==> src/logic/link_status_pkg.sv <==
// Purpose: shared constants and types for the link status word encoder
// Assumes: one 20 MHz clock, APB register access with 32-bit data
// Notes: the word layout covers bits 7..0 only; the upper bits read as zero
package link_status_pkg;
  // --------------------------------------------------------------
  // register map (byte addresses)
  // --------------------------------------------------------------
  localparam logic [7:0] OFF_CTRL = 8'h00;
  localparam logic [7:0] OFF_LIVE = 8'h04;
  localparam logic [7:0] OFF_SNAP = 8'h08;
  // control bit positions and reset value
  localparam int CTRL_V11_BIT = 0;
  localparam int CTRL_NEAREST_BIT = 1;
  localparam int CTRL_ENH_BIT = 2;
  localparam int CTRL_AN_SUP_BIT = 3;
  localparam int CTRL_WIDTH = 4;
  localparam logic [3:0] CTRL_RESET = 4'hb;
  // --------------------------------------------------------------
  // status word field positions
  // --------------------------------------------------------------
  localparam int POS_LINK = 0;
  localparam int POS_CODE_LO = 1;
  localparam int POS_AN_EN = 5;
  localparam int POS_AN_DONE = 6;
  localparam int POS_PAR_DET = 7;
  localparam logic [31:0] WORD_RESET = 32'h0000_0000;
  // speed and duplex codes
  localparam logic [3:0] CODE_NONE = 4'h0;
  localparam logic [3:0] CODE_10_HD = 4'h1;
  localparam logic [3:0] CODE_10_FD = 4'h2;
  localparam logic [3:0] CODE_100TX_HD = 4'h3;
  localparam logic [3:0] CODE_100_T4 = 4'h4;
  localparam logic [3:0] CODE_100TX_FD = 4'h5;
  localparam logic [3:0] CODE_1G_HD = 4'h6;
  localparam logic [3:0] CODE_1G_FD = 4'h7;
  localparam logic [3:0] CODE_10G = 4'h8;
  localparam logic [3:0] CODE_20G = 4'h9;
  localparam logic [3:0] CODE_25G = 4'ha;
  localparam logic [3:0] CODE_40G = 4'hb;
  localparam logic [3:0] CODE_50G = 4'hc;
  localparam logic [3:0] CODE_100G = 4'hd;
  localparam logic [3:0] CODE_2G5 = 4'he;
  localparam logic [3:0] CODE_ENHANCED = 4'hf;
  // link rate as resolved by the port logic
  typedef enum logic [3:0] {
    RATE_10M, RATE_100M, RATE_1G, RATE_2G5, RATE_5G, RATE_10G,
    RATE_20G, RATE_25G, RATE_40G, RATE_50G, RATE_100G
  } rate_t;
  // live link state from the port logic
  typedef struct packed {
    logic link_up;
    logic eee_en;
    logic lpi;
    logic serdes;
    logic an_enabled;
    logic an_complete;
    logic par_det;
    logic best_found;
    rate_t rate;
    logic full_duplex;
    logic t4;
  } link_in_t;
endpackage : link_status_pkg

==> src/logic/link_status_word_encoder.sv <==
// Purpose: builds bits 7..0 of the link status word and serves them over APB
// Assumes: link inputs synchronous to pclk; query_req is a one-cycle pulse
// Notes: the reported word is taken from one registered copy, so it is coherent
//
// Notes on behaviour
// bit 0 is one while the link is up and zero while it is down.
// with energy-efficient Ethernet on, low power idle still counts as link up.
// bits 4..1 read zero if negotiation is unfinished, serdes is set or no mode is shared.
// 1,2 are 10BASE-T half/full, 3 is 100BASE-TX half, 4 is 100BASE-T4, 6,7 are 1G half/full.
// code 8 reports 10GBASE-T or any other 10 Gb/s link.
// codes 9 to E report 20, 25, 40, 50, 100 and 2.5 Gb/s only when the newer protocol is on.
// code F points at an enhanced speed field and needs the newer protocol.
// with serdes clear the code may show a forced link setting rather than a negotiated one.
// a rate with no code of its own may be shown as the nearest listed code.
// the management side must not infer the media type from the code.
// bit 5 is one when negotiation is enabled and the controller supports it.
// bit 5 reads zero when negotiation is unsupported or disabled.
// bit 6 is one once negotiation has finished, parallel detection included.
// bit 6 reads zero when negotiation is unsupported or disabled.
// bit 6 is present whenever bit 5 is present.
// bit 7 is one when the link came from parallel detection and zero otherwise.
// all bits of one answer are sampled at the same instant.
`timescale 1ns/1ps
module link_status_word_encoder (
  // clock and reset
  input wire logic pclk,
  input wire logic presetn,
  // apb slave
  input wire logic psel,
  input wire logic penable,
  input wire logic pwrite,
  input wire logic [7:0] paddr,
  input wire logic [31:0] pwdata,
  output logic [31:0] prdata,
  output logic pready,
  output logic pslverr,
  // live link state
  input wire link_status_pkg::link_in_t link_in,
  // query port
  input wire logic query_req,
  output logic [31:0] status_word,
  output logic status_valid
);
  import link_status_pkg::*;

  // ------------------------------------------------------------
  // speed and duplex code
  // ------------------------------------------------------------
  // maps a rate to its code; codes the protocol does not allow fall back
  function automatic logic [3:0] rate_code(input link_in_t li, input logic v11,
                                           input logic nearest, input logic enh);
    logic [3:0] code;
    code = CODE_NONE;
    case (li.rate)
      RATE_10M: code = li.full_duplex ? CODE_10_FD : CODE_10_HD;
      RATE_100M: begin
        if (li.t4) begin
          code = CODE_100_T4;
        end else begin
          code = li.full_duplex ? CODE_100TX_FD : CODE_100TX_HD;
        end
      end
      RATE_1G: code = li.full_duplex ? CODE_1G_FD : CODE_1G_HD;
      RATE_10G: code = CODE_10G;
      RATE_2G5: begin
        if (v11) begin
          code = CODE_2G5;
        end else if (nearest) begin
          code = CODE_1G_FD;
        end
      end
      RATE_5G: begin
        // no code of its own: enhanced field when allowed, else nearest when enabled, else zero
        if (v11 && enh) begin
          code = CODE_ENHANCED;
        end else if (v11 && nearest) begin
          code = CODE_2G5;
        end else if (nearest) begin
          code = CODE_1G_FD;
        end
      end
      RATE_20G: code = v11 ? CODE_20G : (nearest ? CODE_10G : CODE_NONE);
      RATE_25G: code = v11 ? CODE_25G : (nearest ? CODE_10G : CODE_NONE);
      RATE_40G: code = v11 ? CODE_40G : (nearest ? CODE_10G : CODE_NONE);
      RATE_50G: code = v11 ? CODE_50G : (nearest ? CODE_10G : CODE_NONE);
      RATE_100G: code = v11 ? CODE_100G : (nearest ? CODE_10G : CODE_NONE);
      default: code = CODE_NONE;
    endcase
    return code;
  endfunction : rate_code

  // ------------------------------------------------------------
  // control register
  // ------------------------------------------------------------
  logic [CTRL_WIDTH-1:0] ctrl;
  logic v11_en;
  logic nearest_en;
  logic enh_en;
  logic an_sup;
  assign v11_en = ctrl[CTRL_V11_BIT];
  assign nearest_en = ctrl[CTRL_NEAREST_BIT];
  assign enh_en = ctrl[CTRL_ENH_BIT];
  assign an_sup = ctrl[CTRL_AN_SUP_BIT];

  // ------------------------------------------------------------
  // live word
  // ------------------------------------------------------------
  logic [31:0] next_live;
  logic [31:0] live_word;
  logic an_on;
  logic [3:0] code;

  // whole word from one set of inputs, so every field shares one instant
  always_comb begin
    an_on = an_sup & link_in.an_enabled; // see R11
    code = CODE_NONE;
    if (link_in.serdes) begin
      code = CODE_NONE;
    end else if (!an_on) begin
      code = rate_code(link_in, v11_en, nearest_en, enh_en);
    end else if (link_in.an_complete && link_in.best_found) begin
      code = rate_code(link_in, v11_en, nearest_en, enh_en);
    end else begin
      code = CODE_NONE;
    end
    next_live = WORD_RESET;
    // lpi is an idle state of a live link, not a drop
    next_live[POS_LINK] = link_in.link_up | (link_in.eee_en & link_in.lpi); // see R1
    next_live[POS_CODE_LO +: 4] = code;
    next_live[POS_AN_EN] = an_on; // see R11
    next_live[POS_AN_DONE] = an_on & link_in.an_complete; // see R13 see R14
    next_live[POS_PAR_DET] = an_on & link_in.an_complete & link_in.par_det;
  end

  // registered copy of the live word
  always_ff @(posedge pclk or negedge presetn) begin
    if (!presetn) begin
      live_word <= WORD_RESET;
    end else begin
      live_word <= next_live;
    end
  end

  // ------------------------------------------------------------
  // apb decode
  // ------------------------------------------------------------
  logic setup_ph;
  logic access_wr;
  logic mapped;
  logic snap_wr;
  logic [31:0] next_rdata;
  assign setup_ph = psel & ~penable;
  assign access_wr = psel & penable & pready & pwrite;
  assign mapped = (paddr == OFF_CTRL) || (paddr == OFF_LIVE) || (paddr == OFF_SNAP);
  assign snap_wr = access_wr && (paddr == OFF_SNAP);

  // read mux; unmapped reads return zero
  always_comb begin
    next_rdata = 32'h0000_0000;
    case (paddr)
      OFF_CTRL: next_rdata[CTRL_WIDTH-1:0] = ctrl;
      OFF_LIVE: next_rdata = live_word;
      OFF_SNAP: next_rdata = status_word;
      default: next_rdata = 32'h0000_0000;
    endcase
  end

  // answer in the first access cycle: pready is raised by the setup cycle
  always_ff @(posedge pclk or negedge presetn) begin
    if (!presetn) begin
      pready <= 1'b0;
      pslverr <= 1'b0;
      prdata <= 32'h0000_0000;
    end else begin
      pready <= setup_ph;
      pslverr <= setup_ph & ~mapped;
      prdata <= (setup_ph & ~pwrite) ? next_rdata : 32'h0000_0000;
    end
  end

  // control register write
  always_ff @(posedge pclk or negedge presetn) begin
    if (!presetn) begin
      ctrl <= CTRL_RESET;
    end else if (access_wr && (paddr == OFF_CTRL)) begin
      ctrl <= pwdata[CTRL_WIDTH-1:0];
    end
  end

  // ------------------------------------------------------------
  // snapshot for the query response
  // ------------------------------------------------------------
  // one capture of the registered word keeps all fields coherent
  always_ff @(posedge pclk or negedge presetn) begin
    if (!presetn) begin
      status_word <= WORD_RESET;
      status_valid <= 1'b0;
    end else begin
      status_valid <= query_req;
      if (query_req || snap_wr) begin
        status_word <= live_word;
      end
    end
  end

  // ------------------------------------------------------------
  // assertion helpers
  // ------------------------------------------------------------
  // forced path: serdes clear and negotiation off, so rate_code alone sets the code
  logic forced_path;
  logic enh_cause;
  logic [3:0] live_code;
  assign forced_path = !link_in.serdes && !an_on;
  // only a 5 Gb/s link may ever show the enhanced code
  assign enh_cause = v11_en & enh_en & (link_in.rate == RATE_5G);
  assign live_code = live_word[POS_CODE_LO +: 4];
endmodule : link_status_word_encoder

==> config.mk <==
export PLATFORM = sky130hd
export DESIGN_NAME = link_status_word_encoder
export DESIGN_NICKNAME = d
export VERILOG_FILES = /design/src/logic/link_status_pkg.sv /design/src/logic/link_status_word_encoder.sv
export SDC_FILE = /design/constraint.sdc
export NUM_CORES = 1
export LEC_CHECK = 0
export BUFFER_PORTS_ARGS = -buffer_cell sky130_fd_sc_hd__clkbuf_2
export CORE_MARGIN = 3
export CORE_UTILIZATION = 39
export CTS_BUF_LIST = sky130_fd_sc_hd__clkbuf_2
export CTS_CLUSTER_DIAMETER = 200
export CTS_CLUSTER_SIZE = 40
export DETAILED_ROUTE_END_ITERATION = 8
export PLACE_DENSITY = 0.75
export SYNTH_ARGS = -nofsm -noshare
export SYNTH_HDL_FRONTEND = slang
export SYNTH_SLANG_ARGS = --single-unit
==> constraint.sdc <==
create_clock -name pclk -period 1.5 [get_ports pclk]
set_input_delay 0.15 -clock pclk [delete_from_list [all_inputs] [get_ports pclk]]
set_output_delay 0.15 -clock pclk [all_outputs]
set_load 0.03 [all_outputs]
### Yosys cells after proc, flatten, opt, wreduce, memory -nomap -nowiden

Index checks and enable logic that the tools add are counted.

| storage, ports and cells | value |
|---|---|
| logic and storage cells | 64 |
| bits in registers | 55 |
| input port bits | 60 |
| output and inout port bits | 67 |

| cells by class | value |
|---|---|
| bitwise logic cells | 14 |
| equality and inequality tests | 12 |
| mux-type cells | 21 |
| reductions and logical operators | 10 |

Operator list:

| operator | number |
|---|---|
| $mux 4 | 12 |
| $pmux 4 s11 | 1 |
| $mux 32 | 1 |
| $eq 4x3->1 const B | 4 |
| $eq 4x4->1 const B | 3 |
| $pmux 4 s3 | 1 |
| $and 1x1->1 | 10 |
| $mux 3 | 3 |
| $eq 4x2->1 const B | 2 |
| $eq 8x3->1 const B | 1 |
| $eq 8x4->1 const B | 1 |
| $logic_not 8->1 | 1 |
| $pmux 4 s2 | 1 |
| $logic_and 1x1->1 | 5 |
| $eq 4x1->1 const B | 1 |
| $logic_not 4->1 | 1 |
| $logic_or 1x1->1 | 3 |
| $not 1->1 | 3 |
| $mux 2 | 1 |
| $mux 1 | 1 |
| $or 1x1->1 | 1 |

### Depth between registers and ports, before layout

Gate-level depths: netlist (run 1).

| logic depth | value |
|---|---|
| word-level depth | 7 |
| depth in mapped cells | 5 |
| mapped depth without buffers | 4 |

### Worst setup path after synthesis (run 1)

No wires, ideal clock.

| timing | value |
|---|---|
| path kind | register -> register |
| from | register pready |
| to | register status_word[0] |
| path buffers | 0 |
| path slack | -0.019 ns |
| arrival time | 1.394 ns |
| library setup time | 0.125 ns |
| stages on the path, launching flop included | 4 |
| period minus slack after synthesis | 1.519 ns |
| required time | 1.375 ns |
| path through | dfrtp_1 > and4_1 > a31oi_4 > mux2_2 |

| on the way | value |
|---|---|
| cells in the longest elaborated chain, start to end | 4 |

RTL lines:

| element | RTL line | RTL |
|---|---|---|
| from (decl) | link_status_word_encoder.sv:35 | `output logic pready,` |
| from (signal assigned) | link_status_word_encoder.sv:175 | `pready <= setup_ph;` |
| $and 1x1->1 (2 in series) | link_status_word_encoder.sv:153 | `assign access_wr = psel & penable & pready & pwrite;` |
| $logic_and 1x1->1 | link_status_word_encoder.sv:155 | `assign snap_wr = access_wr && (paddr == OFF_SNAP);` |
| $logic_or 1x1->1 | link_status_word_encoder.sv:200 | `if (query_req \|\| snap_wr) begin` |
| to (signal assigned) | link_status_word_encoder.sv:201 | `status_word <= live_word;` |
| to (decl) | link_status_word_encoder.sv:41 | `output logic [31:0] status_word,` |

No other way between the ends.
A chain may end at the register's enable or synchronous reset.

### Final worst setup path (run 1)

| timing | value |
|---|---|
| from | register ctrl[0] |
| to | register live_word[1] |

| on the way | value |
|---|---|
| cells in the longest elaborated chain, start to end | 7 |
| elaborated cells between the ends (all ways) | 14 |
| classes of those cells | mux (12); reduce/logical (2) |

RTL lines:

| element | RTL line | RTL |
|---|---|---|
| from (decl) | link_status_word_encoder.sv:95 | `logic [CTRL_WIDTH-1:0] ctrl;` |
| from (signal assigned) | link_status_word_encoder.sv:186 | `ctrl <= pwdata[CTRL_WIDTH-1:0];` |
| $logic_and 1x1->1 | link_status_word_encoder.sv:76 | `end else if (v11 && nearest) begin` |
| $mux 4 | link_status_word_encoder.sv:76 |  |
| $mux 4 | link_status_word_encoder.sv:74 | `if (v11 && enh) begin` |
| $pmux 4 s11 * | link_status_word_encoder.sv:54 | `case (li.rate)` |
| $mux 4 | link_status_word_encoder.sv:121 | `end else if (link_in.an_complete && link_in.best_found) begin` |
| $mux 4 * | link_status_word_encoder.sv:119 | `end else if (!an_on) begin` |
| $mux 4 * | link_status_word_encoder.sv:117 | `if (link_in.serdes) begin` |
| via code[0] | link_status_word_encoder.sv:111 | `logic [3:0] code;` |
| to (signal assigned) | link_status_word_encoder.sv:140 | `live_word <= next_live;` |
| to (decl) | link_status_word_encoder.sv:109 | `logic [31:0] live_word;` |

Mark *: on every way through the listed nets, which the timed path passes. The rest lies on a longest branch.

==> results of run 1 <==
## worst max-delay path, cell delays in order (launching register included)
cell and delay [ns]:
dfstp_2 0.57, mux2_2 0.33, and3_4 0.19, o31ai_4 0.20, o22ai_2 0.12
## cells in the mapped netlist
cell	number	area, sq um
buf_4	48	360
nor2_1	20	75.1
o21ai_0	2	10.0
and2_1	2	12.5
and4_1	1	8.76
nand2_1	7	26.3
a21oi_1	8	40.0
a21bo_2	1	10.0
conb_1	1	3.75
mux2_2	13	146
a22oi_1	4	30.0
mux2i_1	5	50.1
o31ai_1	2	15.0
nand3_1	3	15.0
nand4bb_1	1	11.3
clkbuf_1	6	22.5
o22ai_1	3	18.8
o32ai_1	2	17.5
o22a_1	1	8.76
inv_1	3	11.3
a21o_1	2	15.0
and3_1	2	12.5
or4_4	1	11.3
nor3_4	1	16.3
nor2b_1	2	12.5
dfstp_2	3	78.8
a21boi_0	1	7.51
nand2b_1	3	18.8
nor3_1	1	5.00
a221oi_1	1	8.76
a221o_1	1	10.0
or2_2	1	6.26
xnor2_1	1	8.76
o2bb2ai_1	1	8.76
a31oi_4	1	21.3
nand4_1	1	6.26
o32a_1	1	10.0
dfrtp_1	28	701
o211ai_1	1	7.51
o41ai_1	1	8.76
## metal layers
metal  share of wire  vias up
li1                -      696
met1            0.37      665
met2            0.54       62
met3           0.068        8
met4           0.025        0
met5               0        -
## worst min-delay path by stage
stage                                  end  slack (ns)  depth (start not counted)
floorplan              ctrl[2]$_DFFE_PN0P_       -0.15                          0
global placement       prdata[2]$_DFF_PN0_        0.18                          2
detailed placement  status_valid$_DFF_PN0_        0.18                          2
CTS                 live_word[6]$_DFF_PN0_        0.02                          2
global route        live_word[6]$_DFF_PN0_        0.02                          2
finish              live_word[6]$_DFF_PN0_        0.04                          2
## final cells by class
cell class / instances / area (sq um) / share of cell area
multi-input combinational: 146 / 917 / 0.402
inverter: 3 / 11.3 / 0.00494
tap: 52 / 65.1 / 0.0285
clock inverter: 3 / 38.8 / 0.0170
sequential: 31 / 779 / 0.342
timing repair buffer: 72 / 443 / 0.194
clock buffer: 5 / 25.0 / 0.0110
## layout by cell type (no fill, tap or decap), types with 2 or more instances in the layout
master and n:
a21o_1 2, dfrtp_1 28, nand2_1 6, o22ai_1 2
nand2b_1 3, conb_1 48, and2_1 2, dfstp_2 3
dlygate4sd3_1 11, nand3_1 2, buf_4 11, mux2i_1 5
a21oi_1 8, a22oi_1 4, inv_1 3, o21ai_0 2
clkbuf_2 55, mux2_2 13, nor2b_1 2, nor2_1 20
## metrics by stage
step / power, mW / util
2_1_floorplan: 1.23 / -
3_3_place_gp: 1.24 / 0.461
4_1_cts: 1.83 / 0.501
5_1_grt: 1.90 / 0.510
6_report: 1.82 / 0.510
3_5_place_dp: 1.25 / 0.461
## report_power, final
part	switching, mW	internal [mW]
combinational	0.291	0.115
sequential	0.0101	0.852
clock	0.282	0.274
total	0.582	1.24
## state kept, by name, summed over array words and instances (netlist names)
signal        flops
ctrl              4
live_word         8
pready            1
status_word       8
prdata            8
pslverr           1
status_valid      1
## logic make-up (layout without fill, tap and decap cells)
group | count (synthesis) | in the layout | synth area share
AOI/OAI and AO/OA | 33 | 33 | 0.133
xor gates and xnor gates | 1 | 1 | 0.00469
and+or+nand+nor | 46 | 46 | 0.127
buffers and inverters | 57 | 83 | 0.211
DFF | 31 | 31 | 0.417
other | 1 | 48 | 0.00201
muxes | 18 | 18 | 0.105
## what timing repair did
action / 4_1_cts / 5_1_grt
setup endpoints to repair: 1 / 2
hold buffers: 11 / 0
setup buffers: 0 / 0
hold endpoints to repair: 37 / 0
pin swaps: 1 / 2
resized for setup: 1 / 6
gates cloned: 0 / 0
==> flow_metrics.tcl, run 1 <==
set metrics [dict create \
    layout_min_cycle_time_ns 1.50 \
    crit_arrival_ns 1.79 \
    fin_cells 312 \
    drive_above_1_share 0.369 \
    grt_pass1_vias 1231 \
    final.setup.tns_ns -0.00312 \
    p_per_area_nw_per_um2 800 \
    critPathKind "register to register" \
    syn_area_per_cell_sq_um 9.99 \
    mappedNetlistArea_sq_um 1870 \
    ir_drop_mv 0.481 \
    yosysWarnings 0 \
    clkSinkCount 31 \
    wl_mm 3.81 \
    worstHoldStart "link_in[8]" \
    synth_seq_area_share 0.417 \
    r2r_slack_ns -0.003 \
    core_area_sq_um 4470 \
    cp_max_fo 2 \
    die_area_sq_um 5660 \
    grt_pass1_wl_mm 5.40 \
    io_pins 127 \
    die_height_um 75.2 \
    syn2layout_area_growth_pct 22.0 \
    synth_cell_types 40 \
    clkTransAtPathRegs_ns 0.16 \
    grt_util_met3 0.0280 \
    fin_worst_skew_ns 0.0170 \
    finalCritPeriodShare 1.00 \
    end_kind "register" \
    netlist_instances 187 \
    whs_ns 0.0388 \
    slew_violations 0 \
    setup_viol 1 \
    busiest_layer "met2" \
    dpl_cell_area_sq_um 2060 \
    htreeDepth 2 \
    synth-seq-cells 31 \
    failed_checks "negative setup slack" \
    grt_usage 0.129 \
    critical_path.startpoint "ctrl[0]$_DFFE_PN1P_" \
    fillers 414 \
    endpoint "live_word[1]$_DFF_PN0_" \
    max_freq_mhz 665 \
    r2r-end "live_word[1]$_DFF_PN0_" \
    r2r-start "ctrl[0]$_DFFE_PN1P_" \
    grt_overflow_total 0 \
    firstDrtPassIters 4 \
    drc 0 \
    grt_use_met2 0.235 \
    dpl.cell_count 293 \
    design_area_sq_um 2280 \
    hpwl_mm 2.80 \
    antenna_found_initial 0 \
    hold_viol_final 0 \
    numCtsBuffers 5 \
    die_w_um 75.2 \
    rows 24 \
    clock_latency_ns 0.39 \
    avgRoutedWirePerCell_um 12.2 \
    grt_use_met1 0.134 \
    gp_congestion 0.906 \
    power.leakage_nw 1.18 \
    grt_max_degree 32 \
    grt_setup_unrepaired "yes" \
    port_buffers 50 \
    post-place-ws_ns -0.127 \
    vias_per_cell 4.59 \
    maxCapViolCount 0 \
    hold_path_class "input pin to register" \
    drt-initial-drc-count 27 \
    cts_tree "done" \
    antenna_left 0 \
    required_ns 1.78 \
    start_util 0.418 \
    outcome "finished, violations left" \
    r2r_cells 4 \
    vias 1431 \
    cts_root_buf "clkbuf_2" \
    nets 319 \
    diodes 0 \
    clock_path_buffers 2 \
    start_kind "register" \
    layout_setup_ws_ns -0.00312 \
]
Power figures use the tool's default switching activity.
==> run 2, diff against run 1 <==
--- a/config.mk
+++ b/config.mk
@@ -6,13 +6,15 @@
 export NUM_CORES = 1
 export LEC_CHECK = 0
 export BUFFER_PORTS_ARGS = -buffer_cell sky130_fd_sc_hd__clkbuf_2
+export CELL_PAD_IN_SITES_DETAIL_PLACEMENT = 1
+export CELL_PAD_IN_SITES_GLOBAL_PLACEMENT = 2
 export CORE_MARGIN = 3
-export CORE_UTILIZATION = 39
+export CORE_UTILIZATION = 21
 export CTS_BUF_LIST = sky130_fd_sc_hd__clkbuf_2
-export CTS_CLUSTER_DIAMETER = 200
 export CTS_CLUSTER_SIZE = 40
 export DETAILED_ROUTE_END_ITERATION = 8
-export PLACE_DENSITY = 0.75
+export PLACE_DENSITY = 0.74
+export SETUP_SLACK_MARGIN = 0.02
 export SYNTH_ARGS = -nofsm -noshare
 export SYNTH_HDL_FRONTEND = slang
 export SYNTH_SLANG_ARGS = --single-unit
==> flow_metrics.tcl, run 2 (synthesized netlist as in run 1, its figures left out) <==
set metrics [dict create \
    syn2layout_area_growth_pct 26.9 \
    r2r_slack_ns 0.05 \
    r2r_cells 4 \
    grt_setup_unrepaired "yes" \
    start_kind "register" \
    hold_viol_final 0 \
    port_buffers 50 \
    gp_congestion 0.744 \
    htreeDepth 2 \
    dpl_cell_area_sq_um 2140 \
    fin_worst_skew_ns 0.0183 \
    max_freq_mhz 688 \
    p_per_area_nw_per_um2 770 \
    power.leakage_nw 1.19 \
    endpoint "live_word[1]$_DFF_PN0_" \
    die_height_um 100 \
    setup_viol 0 \
    final_util 0.281 \
    reg.largest.list "live_word (8), prdata (8), status_word (8)" \
    mostFrequentLayoutCells "clkbuf_2 (56), conb_1 (48), dfrtp_1 (28)" \
    numCtsBuffers 5 \
    grt_overflow_total 0 \
    slowest_delay_ns 0.59 \
    sw_frac_of_total 0.313 \
    end_kind "register" \
    wl_mm 4.36 \
    firstDrtPassIters 4 \
    finalCritPeriodShare 0.969 \
    io_pins 127 \
    final_common_cell "clkbuf_2" \
    vias 1445 \
    vias_per_cell 3.97 \
    maxCapViolCount 0 \
    clock_latency_ns 0.35 \
    grt_pass1_wl_mm 6.82 \
    worstHoldStart "pwdata[3]" \
    antenna_found_initial 0 \
    design_area_sq_um 2370 \
    ir_drop_mv 0.284 \
    p_sw_mw 0.571 \
    pwr-share-seq 0.472 \
    slew_violations 0 \
    r2r-start "ctrl[0]$_DFFE_PN1P_" \
    clkTransAtPathRegs_ns 0.15 \
    drive_above_1_share 0.390 \
    start_util 0.222 \
    required_ns 1.73 \
    nets 319 \
    crit_path_cell_trace "mux2_4 -> and3_4 -> o31ai_4 -> o22ai_2" \
    diodes 0 \
    outcome "complete, no violations" \
    slowest_stage "dfstp_2" \
    core_area_sq_um 8420 \
    hold_path_class "input pin to register" \
    drt-initial-drc-count 33 \
    critPathKind "register to register" \
    cts_tree "done" \
    cts_root_buf "clkbuf_2" \
    drc 0 \
    die_area_sq_um 10100 \
    avgRoutedWirePerCell_um 12.0 \
    power_frac_comb 0.231 \
    antenna_left 0 \
    cp_max_fo 2 \
    layout_min_cycle_time_ns 1.45 \
    grt_max_degree 32 \
    clock_path_buffers 2 \
    fin_total_pwr_mw 1.83 \
    clkSinkCount 31 \
    power_frac_clock 0.297 \
    rows 33 \
    internal-power_mw 1.25 \
    hpwl_mm 3.53 \
    die_w_um 100 \
    r2r-end "live_word[1]$_DFF_PN0_" \
    crit_arrival_ns 1.69 \
    grt_pass1_vias 1440 \
    critical_path.startpoint "ctrl[0]$_DFFE_PN1P_" \
    grt_usage 0.0838 \
]
run 2: power groups by stage:
stage               Sequential, mW  Combinational [mW]  Clock (mW)
floorplan                    0.896               0.337           0
global placement             0.876               0.378           0
detailed placement           0.877               0.382           0
CTS                          0.861               0.398       0.569
global route                 0.864               0.453       0.608
finish                       0.861               0.421       0.543
run 2: final cells by class:
type / count / area (sq um)
Clock buffer: 6 / 30.0
Clock inverter: 1 / 30.0
Fill cell: 981 / 6050
Inverter: 3 / 11.3
Multi-Input combinational cell: 146 / 937
Sequential cell: 31 / 779
Tap cell: 105 / 131
Timing Repair Buffer: 72 / 452
run 2: metal layers:
metal,wire (um),share of wire,track usage,vias up
li1,-,-,-,696
met1,1790,0.41,0.0976,679
met2,2170,0.50,0.149,68
met3,387,0.089,0.0257,2
met4,8,0.0018,0.0218,0
met5,0,0,0,-
run 2: how the worst min path moves through the flow:
stage                             endpoint  slack, ns  cells after the start
floorplan              ctrl[2]$_DFFE_PN0P_      -0.15                      0
global placement    status_valid$_DFF_PN0_       0.19                      2
detailed placement  status_valid$_DFF_PN0_       0.19                      2
CTS                    ctrl[1]$_DFFE_PN1P_     0.0009                      2
global route           ctrl[3]$_DFFE_PN1P_      0.008                      2
finish                 ctrl[3]$_DFFE_PN1P_       0.05                      2
run 2: critical path: cells and delay by family (launching register included):
family             cells  cell delay (ns)
and+or+nand+nor        1             0.19
muxes                  1             0.30
DFF                    1             0.59
AOI/OAI and AO/OA      2             0.26
run 2: stage by stage:
step | hold slack (ns) | worst slack [ns] | instances | TNS, ns
3_3_place_gp | 0.187 | -0.178 | 347 | -1.91
3_5_place_dp | 0.195 | -0.221 | 347 | -2.55
4_1_cts | 0.000852 | 0.0143 | 359 | 0
6_report | 0.0514 | 0.0458 | 364 | 0
5_1_grt | 0.00829 | -0.00444 | 364 | -0.00444
2_1_floorplan | -0.146 | 0.00670 | 234 | 0
run 2: what timing repair did:
action | 4_1_cts | 5_1_grt
endpoints found under the hold margin | 31 | 3
setup endpoints to repair | 3 | 11
pin swaps | 2 | 3
hold buffers | 5 | 3
setup buffers | 0 | 2
gates resized for setup | 3 | 9
